==> src/design/svw_pkg.sv <==
package svw_pkg;
  // register offsets
  localparam logic [7:0] A_SEC_DEP = 8'h13;
  localparam logic [7:0] A_SEC_CFG = 8'h14;
  localparam logic [7:0] A_WD_CFG = 8'h15;
  localparam logic [7:0] A_LOCK = 8'h16;
  localparam logic [7:0] A_FLT_P = 8'h28;
  localparam logic [7:0] A_FLT_S = 8'h29;
  localparam logic [7:0] A_FLT_O = 8'h2a;
  // nonvolatile areas and commands
  localparam logic [7:0] NV_USR_LO = 8'h40;
  localparam logic [7:0] NV_USR_HI = 8'h7f;
  localparam logic [7:0] NV_CFG_LO = 8'h80;
  localparam logic [7:0] NV_CFG_HI = 8'h97;
  localparam logic [7:0] NV_LOCK_ADDR = 8'h96;
  localparam logic [7:0] REBOOT_CMD = 8'hc4;
  localparam logic [7:0] CFG_LAST = 8'h17;
  // field positions
  localparam int OD_BIT = 0;
  localparam int DLY_LSB = 1;
  localparam int WDI_LSB = 1;
  localparam int WDN_LSB = 4;
  localparam int WD_EN_BIT = 7;
  localparam int LOCK_BIT = 3;
  localparam int WP_RST_BIT = 1;
  localparam int WP_SEC_BIT = 0;
  localparam int FO_SEC = 0;
  localparam int FO_RST = 1;
  localparam int FO_WD = 7;
  localparam int PIN_MR = 0;
  localparam int PIN_HOLD = 1;
  localparam int PIN_KICK = 2;
  // reset values
  localparam logic [7:0] RST_SEC_DEP = 8'h01;
  localparam logic [7:0] RST_SEC_CFG = 8'h01;
  localparam logic [7:0] RST_WD_CFG = 8'h01;
  localparam logic [2:0] PIN_IDLE = 3'h3;
  // timing
  localparam int CLK_PERIOD_NS = 25;
  localparam int TICK_PERIOD_NS = 1000;
  localparam int TICK_CYC = TICK_PERIOD_NS / CLK_PERIOD_NS;
  localparam int PWRUP_DLY_NS = 5000;
  localparam int PWRUP_CYC = (PWRUP_DLY_NS + CLK_PERIOD_NS - 1) / CLK_PERIOD_NS;
  localparam int WD_PULSE_NS = 2000;
  localparam int WD_PULSE_CYC = WD_PULSE_NS / CLK_PERIOD_NS;
  localparam int NV_WR_MS = 11;
  localparam int NV_WR_CYC_DEF = NV_WR_MS * 1000000 / CLK_PERIOD_NS;
  // delays in 1 us ticks, index = 3-bit code
  localparam logic [26:0] REL_US [8] = '{27'h19, 27'h618, 27'h186a,
    27'h61a8, 27'hc350, 27'h30d40, 27'h61a80, 27'h186a00};
  localparam logic [26:0] WD_US [8] = '{27'h186a, 27'h61a8, 27'h186a0,
    27'h61a80, 27'h186a00, 27'h61a800, 27'h186a000, 27'h61a8000};
  typedef enum logic [1:0] {BT_WAIT = 2'b00, BT_COPY = 2'b01, BT_RUN = 2'b10} svw_boot_e;
  typedef enum logic [2:0] {WD_OFF = 3'b000, WD_INIT = 3'b001, WD_NORM = 3'b010,
    WD_PULSE = 3'b011, WD_HOLD = 3'b100} svw_wd_e;
endpackage

==> src/design/svw_supervisor.sv <==
`timescale 1ns/1ps
// Functional notes
// - alarm dependency: bit0 manual reset, bit1 reset output, bits2-7 inputs 1-6
// - alarm pin open drain when config bit0 set, weak pullup otherwise
// - alarm release delay code picks 25us up to 1600ms
// - initial watchdog period code picks 6.25ms up to 102.4s
// - normal watchdog period uses the same table from bits 6:4
// - watchdog runs only while its enable bit is set
// - watchdog pin open drain when config bit0 set, weak pullup otherwise
// - initial period starts at power-up, reset event, enable and expiry
// - normal periods follow; host must kick within each one
// - expiry gives a short pulse when reset output depends on watchdog
// - otherwise expiry holds fault until any kick edge
// - fault flags read only, volatile; a read clears its register
// - first fault read after power-up is invalid; host discards it
// - primary undervoltage of input n sets bit n-1 of primary flags
// - secondary threshold violation of input n sets bit n-1
// - output flags: bit0 alarm, bit1 reset output, bit7 watchdog
// - lock bit rejects config writes except to the lock bit
// - user memory writes blocked while selected outputs are asserted
// - register writes act at once without touching the stored copy
// - stored configuration copied into registers at power-up and reboot
// - internal 1MHz clock starts 5us after supply, then copy begins
// - access denied while the copy runs, within 2.5ms
// - a memory byte write may take 11ms before the next
// - output stays asserted for its delay after conditions clear
// - output with no dependency selected stays asserted
// - test hold low freezes outputs, overriding manual reset
// - send-byte C4h reboots and reloads configuration
module svw_supervisor import svw_pkg::*; #(
  parameter int TIME_SHIFT = 0,
  parameter int NV_WR_CYC = NV_WR_CYC_DEF
) (
  input wire logic clk_i,
  input wire logic reset_i,
  input wire logic manual_reset_input_n_i,
  input wire logic test_hold_n_i,
  input wire logic watchdog_kick_input_i,
  input wire logic [5:0] monitored_inputs_uv_i,
  input wire logic [5:0] monitored_inputs_sec_i,
  input wire logic reset_out_active_i,
  input wire logic reset_dep_wd_i,
  input wire logic [7:0] reg_addr_i,
  input wire logic reg_wr_i,
  input wire logic reg_rd_i,
  input wire logic send_byte_i,
  input wire logic [7:0] reg_wdata_i,
  input wire logic [7:0] nv_rdata_i,
  output logic [7:0] reg_rdata_o,
  output logic reg_ack_o,
  output logic reg_refused_o,
  output logic nv_rd_o,
  output logic nv_wr_o,
  output logic [7:0] nv_addr_o,
  output logic [7:0] nv_wdata_o,
  output logic secondary_alarm_output_n_o,
  output logic secondary_alarm_od_o,
  output logic watchdog_fault_output_n_o,
  output logic watchdog_fault_od_o,
  output logic config_busy_o
);

  // refuse settings the counters cannot hold
  if (TIME_SHIFT < 0 || TIME_SHIFT > 20 || NV_WR_CYC < 1 || NV_WR_CYC > 1048575) begin : g_bad
    $error("svw_supervisor: unsupported parameter value");
  end

  typedef struct packed {
    svw_boot_e boot;
    logic [7:0] bcnt;
    logic [5:0] tcnt;
    logic tick;
    logic [2:0][2:0] pin_sy;
    logic [2:0] pin_f;
    logic [7:0] dep;
    logic [7:0] sec;
    logic [7:0] wdc;
    logic [7:0] lck;
    logic [7:0] flt_p;
    logic [7:0] flt_s;
    logic [7:0] flt_o;
    logic rd_seen;
    logic sec_act;
    logic [26:0] sec_cnt;
    svw_wd_e wd;
    logic [26:0] wd_cnt;
    logic wd_act;
    logic wd_en_d;
    logic rst_d;
    logic nv_rd;
    logic nv_cap;
    logic nv_wr;
    logic [7:0] nv_addr;
    logic [7:0] nv_wdata;
    logic [19:0] nv_busy;
    logic [7:0] rdata;
    logic ack;
    logic refused;
  } svw_state_s;

  // outputs asserted (low) from reset; watchdog until the first copy ends, alarm until its release delay after
  localparam svw_state_s RST_S = '{boot: BT_WAIT, pin_sy: {3{PIN_IDLE}}, pin_f: PIN_IDLE,
    dep: RST_SEC_DEP, sec: RST_SEC_CFG, wdc: RST_WD_CFG, sec_act: 1'b1, wd_act: 1'b1,
    wd: WD_OFF, default: '0};

  svw_state_s s;
  svw_state_s n;
  logic run;
  logic hold;
  logic mr_act;
  logic kick_ev;
  logic [2:0] agree;
  logic any_cond;
  logic [26:0] rel;
  logic [26:0] per;
  logic en_rise;
  logic rst_rise;
  logic locked;
  logic cfg_nv;
  logic usr_nv;
  logic wp;

  always_comb begin
    n = s;
    n.tick = 1'b0;
    n.ack = 1'b0;
    n.refused = 1'b0;
    n.nv_rd = 1'b0;
    n.nv_wr = 1'b0;
    n.rdata = 8'h00;
    run = (s.boot == BT_RUN);
    locked = s.lck[LOCK_BIT];

    // pins: three stages, a change counts once stages two and three agree
    agree = ~(s.pin_sy[1] ^ s.pin_sy[2]);
    n.pin_sy = {s.pin_sy[1:0], watchdog_kick_input_i, test_hold_n_i, manual_reset_input_n_i};
    n.pin_f = (agree & s.pin_sy[2]) | (~agree & s.pin_f);
    mr_act = ~s.pin_f[PIN_MR];
    hold = ~s.pin_f[PIN_HOLD];
    kick_ev = agree[PIN_KICK] & (s.pin_sy[2][PIN_KICK] ^ s.pin_f[PIN_KICK]);

    // 1 MHz time base, stopped until the start-up delay has passed
    if (s.boot != BT_WAIT) begin
      n.tcnt = s.tcnt + 6'h1;
      if (s.tcnt == 6'(TICK_CYC - 1)) begin
        n.tcnt = 6'h00;
        n.tick = 1'b1;
      end
    end

    // start-up delay, then walk the stored configuration area
    n.nv_cap = s.nv_rd;
    unique case (s.boot)
      BT_WAIT: begin
        n.bcnt = s.bcnt + 8'h01;
        if (s.bcnt == 8'(PWRUP_CYC - 1)) begin
          n.boot = BT_COPY;
          n.bcnt = 8'h00;
        end
      end
      BT_COPY: begin
        if (s.nv_cap) begin
          case (s.nv_addr)
            NV_CFG_LO | A_SEC_DEP: n.dep = nv_rdata_i;
            NV_CFG_LO | A_SEC_CFG: n.sec = nv_rdata_i;
            NV_CFG_LO | A_WD_CFG: n.wdc = nv_rdata_i;
            NV_CFG_LO | A_LOCK: n.lck = nv_rdata_i;
            default: ;
          endcase
          n.bcnt = s.bcnt + 8'h01;
          if (s.bcnt == CFG_LAST) begin
            n.boot = BT_RUN;
          end
        end else if (!s.nv_rd) begin
          n.nv_rd = 1'b1;
          n.nv_addr = NV_CFG_LO + s.bcnt;
        end
      end
      BT_RUN: ;
    endcase

    // secondary alarm: OR of the selected conditions, none selected means asserted
    any_cond = (s.dep == 8'h00)
      | (|(s.dep & {monitored_inputs_sec_i, reset_out_active_i, mr_act}));
    rel = REL_US[s.sec[DLY_LSB +: 3]] >> TIME_SHIFT;
    if (rel == 27'h0) begin
      rel = 27'h1;
    end
    // test hold freezes the alarm state, so it also masks manual reset
    if (run && !hold) begin
      if (any_cond) begin
        n.sec_act = 1'b1;
        n.sec_cnt = 27'h0;
      end else if (s.sec_act && s.tick) begin
        n.sec_cnt = s.sec_cnt + 27'h1;
        if (s.sec_cnt >= rel - 27'h1) begin
          n.sec_act = 1'b0;
        end
      end
    end

    // watchdog: timeouts counted in ticks, pulse counted in clocks
    per = WD_US[(s.wd == WD_INIT) ? s.wdc[WDI_LSB +: 3] : s.wdc[WDN_LSB +: 3]] >> TIME_SHIFT;
    if (per == 27'h0) begin
      per = 27'h1;
    end
    en_rise = s.wdc[WD_EN_BIT] & ~s.wd_en_d;
    rst_rise = reset_out_active_i & ~s.rst_d;
    n.wd_en_d = s.wdc[WD_EN_BIT];
    n.rst_d = reset_out_active_i;
    if (run) begin
      if (!s.wdc[WD_EN_BIT]) begin
        n.wd = WD_OFF;
        n.wd_cnt = 27'h0;
      end else if (en_rise || rst_rise) begin
        n.wd = WD_INIT;
        n.wd_cnt = 27'h0;
      end else begin
        unique case (s.wd)
          WD_OFF: begin
            n.wd = WD_INIT;
            n.wd_cnt = 27'h0;
          end
          WD_INIT, WD_NORM: begin
            if (kick_ev) begin
              n.wd = WD_NORM;
              n.wd_cnt = 27'h0;
            end else if (s.tick) begin
              n.wd_cnt = s.wd_cnt + 27'h1;
              if (s.wd_cnt >= per - 27'h1) begin
                n.wd = reset_dep_wd_i ? WD_PULSE : WD_HOLD;
                n.wd_cnt = 27'h0;
              end
            end
          end
          WD_PULSE: begin
            n.wd_cnt = s.wd_cnt + 27'h1;
            if (s.wd_cnt == 27'(WD_PULSE_CYC - 1)) begin
              n.wd = WD_INIT;
              n.wd_cnt = 27'h0;
            end
          end
          WD_HOLD: begin
            if (kick_ev) begin
              n.wd = WD_INIT;
              n.wd_cnt = 27'h0;
            end
          end
          default: n.wd = WD_OFF;
        endcase
      end
      if (!hold) begin
        n.wd_act = (n.wd == WD_PULSE) || (n.wd == WD_HOLD);
      end
    end

    // register and memory access; the copy owns the bank while it runs
    n.ack = reg_rd_i | reg_wr_i | send_byte_i;
    cfg_nv = (reg_addr_i >= NV_CFG_LO) && (reg_addr_i <= NV_CFG_HI);
    usr_nv = (reg_addr_i >= NV_USR_LO) && (reg_addr_i <= NV_USR_HI);
    wp = (s.lck[WP_RST_BIT] && reset_out_active_i) || (s.lck[WP_SEC_BIT] && s.sec_act);
    if (s.nv_busy != 20'h0) begin
      n.nv_busy = s.nv_busy - 20'h1;
    end
    if (!run) begin
      n.refused = n.ack;
    end else if (reg_rd_i) begin
      case (reg_addr_i)
        A_SEC_DEP: n.rdata = s.dep;
        A_SEC_CFG: n.rdata = s.sec;
        A_WD_CFG: n.rdata = s.wdc;
        A_LOCK: n.rdata = s.lck;
        A_FLT_P, A_FLT_S, A_FLT_O: begin
          // the first read after power-up returns zero and leaves flags alone
          n.rd_seen = 1'b1;
          if (s.rd_seen) begin
            n.rdata = (reg_addr_i == A_FLT_P) ? s.flt_p :
              (reg_addr_i == A_FLT_S) ? s.flt_s : s.flt_o;
            if (reg_addr_i == A_FLT_P) n.flt_p = 8'h00;
            if (reg_addr_i == A_FLT_S) n.flt_s = 8'h00;
            if (reg_addr_i == A_FLT_O) n.flt_o = 8'h00;
          end
        end
        default: n.refused = 1'b1;
      endcase
    end else if (reg_wr_i) begin
      if (reg_addr_i == A_LOCK) begin
        if (locked) begin
          n.lck[LOCK_BIT] = reg_wdata_i[LOCK_BIT];
        end else begin
          n.lck = reg_wdata_i;
        end
      end else if (reg_addr_i == A_SEC_DEP || reg_addr_i == A_SEC_CFG || reg_addr_i == A_WD_CFG) begin
        if (locked) begin
          n.refused = 1'b1;
        end else begin
          // takes effect at once, the stored copy is untouched
          if (reg_addr_i == A_SEC_DEP) n.dep = reg_wdata_i;
          if (reg_addr_i == A_SEC_CFG) n.sec = reg_wdata_i;
          if (reg_addr_i == A_WD_CFG) n.wdc = reg_wdata_i;
        end
      end else if (cfg_nv || usr_nv) begin
        if (s.nv_busy != 20'h0) begin
          n.refused = 1'b1;
        end else if (cfg_nv && locked && reg_addr_i != NV_LOCK_ADDR) begin
          n.refused = 1'b1;
        end else if (usr_nv && wp) begin
          n.refused = 1'b1;
        end else begin
          n.nv_wr = 1'b1;
          n.nv_addr = reg_addr_i;
          n.nv_wdata = reg_wdata_i;
          n.nv_busy = 20'(NV_WR_CYC);
        end
      end else begin
        n.refused = 1'b1;
      end
    end else if (send_byte_i) begin
      if (reg_wdata_i == REBOOT_CMD) begin
        n.boot = BT_COPY;
        n.bcnt = 8'h00;
        n.nv_cap = 1'b0;
      end else begin
        n.refused = 1'b1;
      end
    end

    // sticky flags; a new event wins over a clearing read
    if (run) begin
      n.flt_p = n.flt_p | {2'b00, monitored_inputs_uv_i};
      n.flt_s = n.flt_s | {2'b00, monitored_inputs_sec_i};
      n.flt_o[FO_SEC] = n.flt_o[FO_SEC] | n.sec_act;
      n.flt_o[FO_RST] = n.flt_o[FO_RST] | reset_out_active_i;
      n.flt_o[FO_WD] = n.flt_o[FO_WD] | n.wd_act;
    end
  end

  always_ff @(posedge clk_i or posedge reset_i) begin
    if (reset_i) begin
      s <= RST_S;
    end else begin
      s <= n;
    end
  end

  assign reg_rdata_o = s.rdata;
  assign reg_ack_o = s.ack;
  assign reg_refused_o = s.refused;
  assign nv_rd_o = s.nv_rd;
  assign nv_wr_o = s.nv_wr;
  assign nv_addr_o = s.nv_addr;
  assign nv_wdata_o = s.nv_wdata;
  assign secondary_alarm_output_n_o = ~s.sec_act;
  assign secondary_alarm_od_o = s.sec[OD_BIT];
  assign watchdog_fault_output_n_o = ~s.wd_act;
  assign watchdog_fault_od_o = s.wdc[OD_BIT];
  assign config_busy_o = (s.boot != BT_RUN);
endmodule

==> config.mk <==
export PLATFORM = sky130hd
export DESIGN_NAME = svw_supervisor
export DESIGN_NICKNAME = d
export VERILOG_FILES = /design/src/design/svw_pkg.sv /design/src/design/svw_supervisor.sv
export SDC_FILE = /design/constraint.sdc
export NUM_CORES = 1
export LEC_CHECK = 0
export ABC_CLOCK_PERIOD_IN_PS = 13820
export BUFFER_PORTS_ARGS = -buffer_cell sky130_fd_sc_hd__buf_4
export CORE_MARGIN = 8
export CORE_UTILIZATION = 54
export DETAILED_ROUTE_END_ITERATION = 10
export MAX_ROUTING_LAYER = met4
export PLACE_DENSITY = 0.72
export SLEW_MARGIN = 15
export SYNTH_ARGS = -nofsm -noshare
export SYNTH_HDL_FRONTEND = slang
export SYNTH_SLANG_ARGS = --single-unit
==> constraint.sdc <==
create_clock -name clk_i -period 13.82 [get_ports clk_i]
set_clock_uncertainty 0.15 [all_clocks]
set_input_delay 2.764 -clock clk_i [delete_from_list [all_inputs] [get_ports clk_i]]
set_output_delay 2.764 -clock clk_i [all_outputs]
set_load 0.01 [all_outputs]
-- Word level (Yosys, flattened, before mapping)
Memory sizes are Yosys's and may differ from the RTL's.
Cells that the tools add are included.
- word-level logic and storage cells: 240
- bits in read-only memories: 432
- register bits: 191
- memories kept: 2
- output and inout port bits: 33
- input port bits: 46
- memories (memory ; words ; width ; rd ports ; clocked after Yosys merged registers in ; write ports ; RTL line ; source):
    (no name shown) ; 8 ; 27 ; 1 ; 0 ; 0 ; svw_supervisor.sv:203 ; per = WD_US[(s.wd == WD_INIT) ? s.wdc[WDI_LSB +: 3] : s.wdc[WDN_LSB +: 3]] >> TIME_SHIFT;
    (no name shown) ; 8 ; 27 ; 1 ; 0 ; 0 ; svw_supervisor.sv:185 ; rel = REL_US[s.sec[DLY_LSB +: 3]] >> TIME_SHIFT;
- reduce and logical (&&, ||, !) cells: 31
- equal/unequal tests: 29
- $lt $le $gt $ge: 8
- bitwise operators: 32
- mux-type cells: 98
- $add $sub $neg: 8
- operators by type and width (kind ; number):
    $mux W37 ; 7
    $mux W30 ; 8
    $mux W27 ; 6
    $mux W8 ; 18
    $mux W32 ; 4
    $pmux W27 S4 ; 1
    $mux W24 ; 4
    $mux W28 ; 3
    $mux W10 ; 7
    $mux W57 ; 1
    $add A27 B1 Y27 const B ; 2
    $ge A27 B27 Y1 ; 2
    $logic_not A27 Y1 ; 2
    $sub A27 B1 Y27 const B ; 2
    $mux W25 ; 2
    $eq A8 B8 Y1 const B ; 6
    $mux W46 ; 1
    $eq A8 B5 Y1 const B ; 5
    $pmux W8 S5 ; 1
    $mux W38 ; 1
    $eq A27 B7 Y1 const B ; 1
    $eq A8 B6 Y1 const B ; 3
    $mux W1 ; 23
    $mux W20 ; 1
    53 further kinds ; 95

-- Logic depth before layout (Yosys ltp)
- depth after elaboration: 23
- gate-level depth with buffers: 21
- depth with buffers taken out: 17

-- Worst setup path before layout
Ideal clock, no wire load.
- kind: reg2reg
- from: register s[79] in the netlist's numbering
- to: register s[59] in the netlist's numbering
- path buffers: 4
- clock period less this slack: 4.905 ns
- library setup time: 0.110 ns
- required time: 13.560 ns
- arrival: 4.645 ns
- slack: 8.915 ns
- stages on the path, launching flop included: 19
- path through: dfrtp_1 -> clkbuf_1 -> nor2b_1 -> and2_1 -> clkbuf_1 -> mux2i_1 -> inv_1 -> ha_1 -> clkbuf_1 -> a211oi_1 -> ha_1 -> a21oi_1 -> o21ai_0 -> a2111oi_0 -> o22ai_1 -> o31a_1 -> or2_2 -> clkbuf_1 -> o41ai_1
- longest elaborated chain between the ends: 17
- elaborated cells between the ends (all ways): 26
- classes of those cells: add/sub (1); order compare (1); eq/ne (7); mux (11); bitwise (1); reduce/logical (4); memory (1)
- ends and longest elaborated chain (item ; RTL line ; source):
    start, declared ; svw_supervisor.sv:106 ; svw_state_s s;
    start signal, assigned ; svw_supervisor.sv:342 ; s <= n;
    $eq A3 B1 Y1 ; svw_supervisor.sv:203, svw_supervisor.sv:219 ;
    $mux W3 ; svw_supervisor.sv:203 ;
    $not A3 Y4 ; svw_supervisor.sv:203 ;
    $mem_v2 Z8 W27 ; n/a ;
    $mux W27 (2 in series) ; svw_supervisor.sv:203 ;
    $logic_not A27 Y1 ; svw_supervisor.sv:204 ; if (per == 27'h0) begin
    $mux W27 ; svw_supervisor.sv:204 ;
    $sub A27 B1 Y27 ; svw_supervisor.sv:230 ; if (s.wd_cnt >= per - 27'h1) begin
    $ge A27 B27 Y1 ; svw_supervisor.sv:230 ;
    $mux W30 ; svw_supervisor.sv:230 ;
    $mux W30 ; svw_supervisor.sv:228 ; end else if (s.tick) begin
    $mux W30 ; svw_supervisor.sv:225 ; if (kick_ev) begin
    $pmux W27 S4 ; svw_supervisor.sv:219 ; unique case (s.wd)
    $mux W30 ; svw_supervisor.sv:215 ; end else if (en_rise || rst_rise) begin
    $mux W30 ; svw_supervisor.sv:212 ; if (!s.wdc[WD_EN_BIT]) begin
    $mux W30 ; svw_supervisor.sv:211 ; if (run) begin
Several ways; a longest one is shown, not always the timed one. The select of a mux whose other input is x is not followed.
A chain may end at the register's enable or synchronous reset.

-- Worst setup path in the final report
- from: register s[79] in the netlist's numbering
- to: register s[71] in the netlist's numbering
Same word-level chain as after synthesis.

==> metrics.md <==
| Metric | Value |
|---|---|
| Crit path DAT | 5.63 ns |
| Final net count | 1422 |
| Initial antenna violation count | 0 |
| Root Driver | clkbuf_16 |
| Slew headroom | 27.48% |
| Cell type with the largest total area after synthesis | dfrtp_1 |
| Core Region | between 0.02 and 0.025 mm2 |
| Die area | approximately 0.026 mm2 |
| Gr ovfl total | 0 |
| Post-detail-place hpwl | between 20 and 25 mm |
| Cts bufs inserted | 17 |
| Power per cell area | 91.43 mW/mm2 |
| Fin util | approximately three fifths |
| CP endpoint kind | register |
| Die Wd | 161.5 um |
| Post-CTS Setup Inserts | 0 |
| Top cell type's share of synthesized area | 38.07% |
| Critical path startpoint category | register |
| Hold depth | 0 |
| Detailed Route Iter0 Violations | 582 |
| Synth area leaders | dfrtp_1, ha_1, nand2_1, mux2i_1, nor2_1 |
| DP Worst Slack | 8.299 ns |
| Hold_sp | n[173] |
| Reg2reg path depth | 16 |
| Cts hold-fix bufs | 0 |
| Final Setup Violations | 0 |
| Area growth from synthesis to layout | 10.90% |
| Max Cap Viol | 0 |
| Final WL | 27.82 mm |
| Async SR Flop Fraction | 100.0% |
| TritonRoute pass-1 iters | 5 |
| DR vias | ~9.4k |
| Largest net degree at the start of global routing | around 100 |
| Cell Rows | 53 |
| Worst-margin pin slew | between 1 and 1.5 ns |
| Post-synthesis sequential area ratio | 41.06% |
| Input/output buffers | between 70 and 80 |
| # DRC | 0 |
| Req. time, crit path | 13.95 ns |
| # diodes | 0 |
| Top FF cell, synth | dfrtp_1 |
| Yosys warnings | 0 |
| Reported leakage power | 0.005556 uW |
| H-tree levels | 4 |
| Post-route antenna net violation count | 0 |
| Fin. Hold Viols | 0 |
| Reg2reg start | s[79] |
| Hold endpoint | n[176] |
| Worst Setup SP | s[79] |
| Clock latency on the worst-skew pair | 0.44 ns |
| Mapped Cells | 1262 |
| Fin Setup TNS | 0 ns |
| RSZ-0062 raised after global routing | false |
| Reg2reg setup slack | between 8 and 9 ns |
| Vias in the first global route | just over 9k |
| Synth Area per Inst | 9.062 um2 |
| FF-to-FF End | s[71] |
| CTS resizes | 0 |
| CTS sink cnt | 187 |
| VDD IR max | 0.00007536 V |
| Fin worst setup slack | 8.318 ns |
| CP max FO | 14 |
| Wirelength per Cell | 17.55 um |
| Yosys cell types | 75 |
| WS Path Type | reg2reg |
| Final Cycle Share | 39.81% |
| EDFF count, synth | 0 |
| IO Pins | 79 |
| Share of cells above drive strength 1 | 12.21% |
| Global Route Usage Sum | 22.12% |
| Initial core utilization | 54.75% |
| First-pass GRT wire length | between 40 and 50 mm |
| Reg clk slew, reported paths | 0.08 ns |
| CTS tree | done |
| Hold Crit Class | reg2reg |
| #FFs+latches synth | between 150 and 200 |
| Routability cong. | 0.9309 |
| Max Clk Rate | 181.8 MHz |
| Die height | 161.5 um |
| Clock buffer depth | 2 |
| Netlist Area Pre-Place | 0.01144 mm2 |
| Max Slew Vio Count | 0 |
| Vias per cell | 5.909 |
| Status | complete, no violations |
| Min cycle time layout | 5.502 ns |
cells by family (layout without fill, tap and decap cells):
group | after synthesis | after routing | synth area share [%]
compound gates | 255 | 255 | 13.51
buf+inv | 103 | 150 | 4.354
simple gates | 511 | 511 | 21.88
fa+ha+maj | 82 | 82 | 8.906
mux | 65 | 65 | 5.810
other cells | 1 | 2 | 0.03279
flops | 187 | 187 | 41.06
xor+xnor | 58 | 58 | 4.442
critical path, stage by stage (launching register included):
cell,delay [ns]
dfrtp_1,0.52
nor2b_1,0.21
and2_1,0.26
mux2i_1,0.74
inv_1,0.24
ha_1,0.33
nand2_1,0.10
xor2_1,0.14
nor2_1,0.06
ha_1,0.30
nand4_1,0.13
a211oi_1,0.26
a2111oi_0,0.12
o22ai_1,0.31
o31a_1,0.53
nor2b_1,0.81
nor2_1,0.13
worst max path at each step:
stage,end,slack [ns],cells after the start
after floorplan,asynchronous set/reset pin,5.84,1
after global placement,nv_addr_o[7],8.36,7
after detailed placement,nv_addr_o[0],8.30,5
after CTS,s[71],8.26,16
after global routing,s[59],7.71,14
final,s[71],8.32,16
registers in the layout (all words and copies together), names as in the netlist, named ones only:
| name | flops |
|---|---|
| s | 146 |
| nv_addr_o | 8 |
| nv_wdata_o | 8 |
| reg_rdata_o | 8 |
| n | 7 |
| locked | 1 |
| nv_rd_o | 1 |
| nv_wr_o | 1 |
| reg_ack_o | 1 |
| reg_refused_o | 1 |
| secondary_alarm_od_o | 1 |
| watchdog_fault_od_o | 1 |
metal layers:
layer | track usage (%) | routed length [um] | vias to the layer above
met5 | - | 0 | -
met4 | 7.113 | 764 | 0
met3 | 3.589 | 1158 | 70
met2 | 35.64 | 13300 | 281
met1 | 28.17 | 12600 | 4491
li1 | - | - | 4524
cells in the mapped netlist, drive strengths merged (5+ instances only):
cell type  number
a222oi          6
o21a            5
nor4           10
o21ai          98
a21oi          69
and3           22
nor3           35
nand2         160
a31oi           5
inv            31
nand2b         18
or4             7
nand3          34
clkbuf         38
a22oi           6
mux2           11
dfstp          13
and4            6
o31ai           6
or3            15
nor2          132
nand4          23
buf            34
dfrtp         174
o211ai          6
a21o            9
xnor2          27
xor2           31
a211oi          5
ha             79
mux2i          54
nor2b          15
a22o           13
and2            9
stage by stage:
| step | cells | hold WS (ns) | area (um2) | power, uW |
|---|---|---|---|---|
| 6_report | 1585 | 0.2171 | 12680 | 1160 |
| 3_5_place_dp | 1552 | 0.1863 | 12070 | 677.5 |
| 2_1_floorplan | 1263 | 0.1812 | 11440 | 644.3 |
| 4_1_cts | 1584 | 0.2213 | 12670 | 1169 |
| 5_1_grt | 1585 | 0.2228 | 12680 | 1203 |
| 3_3_place_gp | 1552 | 0.1834 | 12070 | 675.5 |
where the power goes:
part	leakage [uW]	switching, uW	internal, uW	total [uW]
clock network	0.000294	248	245	493
logic	0.00290	48.7	32.7	81.4
registers	0.00236	18.5	567	585
final cells by class:
class                      instances  area [um2]
inverter                          31       123.9
fill                            1786        8207
clock inverter                    15       172.7
tap                              275       344.1
timing repair buffer              87       660.6
multi-input combinational        973        6260
clock buffer                      17       425.4
sequential                       187        4696
cell usage in the layout, fill, tap and decap left out, types with 5 or more instances in the layout:
| cell type | instances |
|---|---|
| nor4_1 | 9 |
| nand3_1 | 34 |
| a211oi_1 | 5 |
| mux2_2 | 11 |
| inv_1 | 30 |
| a22o_1 | 13 |
| ha_1 | 79 |
| xnor2_1 | 27 |
| a31oi_1 | 5 |
| nor3_1 | 33 |
| a21oi_1 | 69 |
| buf_4 | 85 |
| xor2_1 | 31 |
| dfrtp_1 | 174 |
| and3_1 | 22 |
| clkbuf_16 | 17 |
| a222oi_1 | 6 |
| nand4_1 | 22 |
| nand2b_1 | 18 |
| o21a_1 | 5 |
| o211ai_1 | 6 |
| a21o_1 | 9 |
| and2_1 | 7 |
| or3_1 | 14 |
| o31ai_1 | 5 |
| o21ai_0 | 97 |
| nand2_1 | 159 |
| dfstp_2 | 13 |
| nor2b_1 | 14 |
| or4_1 | 6 |
| and4_1 | 6 |
| inv_8 | 7 |
| mux2i_1 | 54 |
| nor2_1 | 132 |
| a22oi_1 | 6 |
Note: power is estimated with default switching activity, not from simulation.
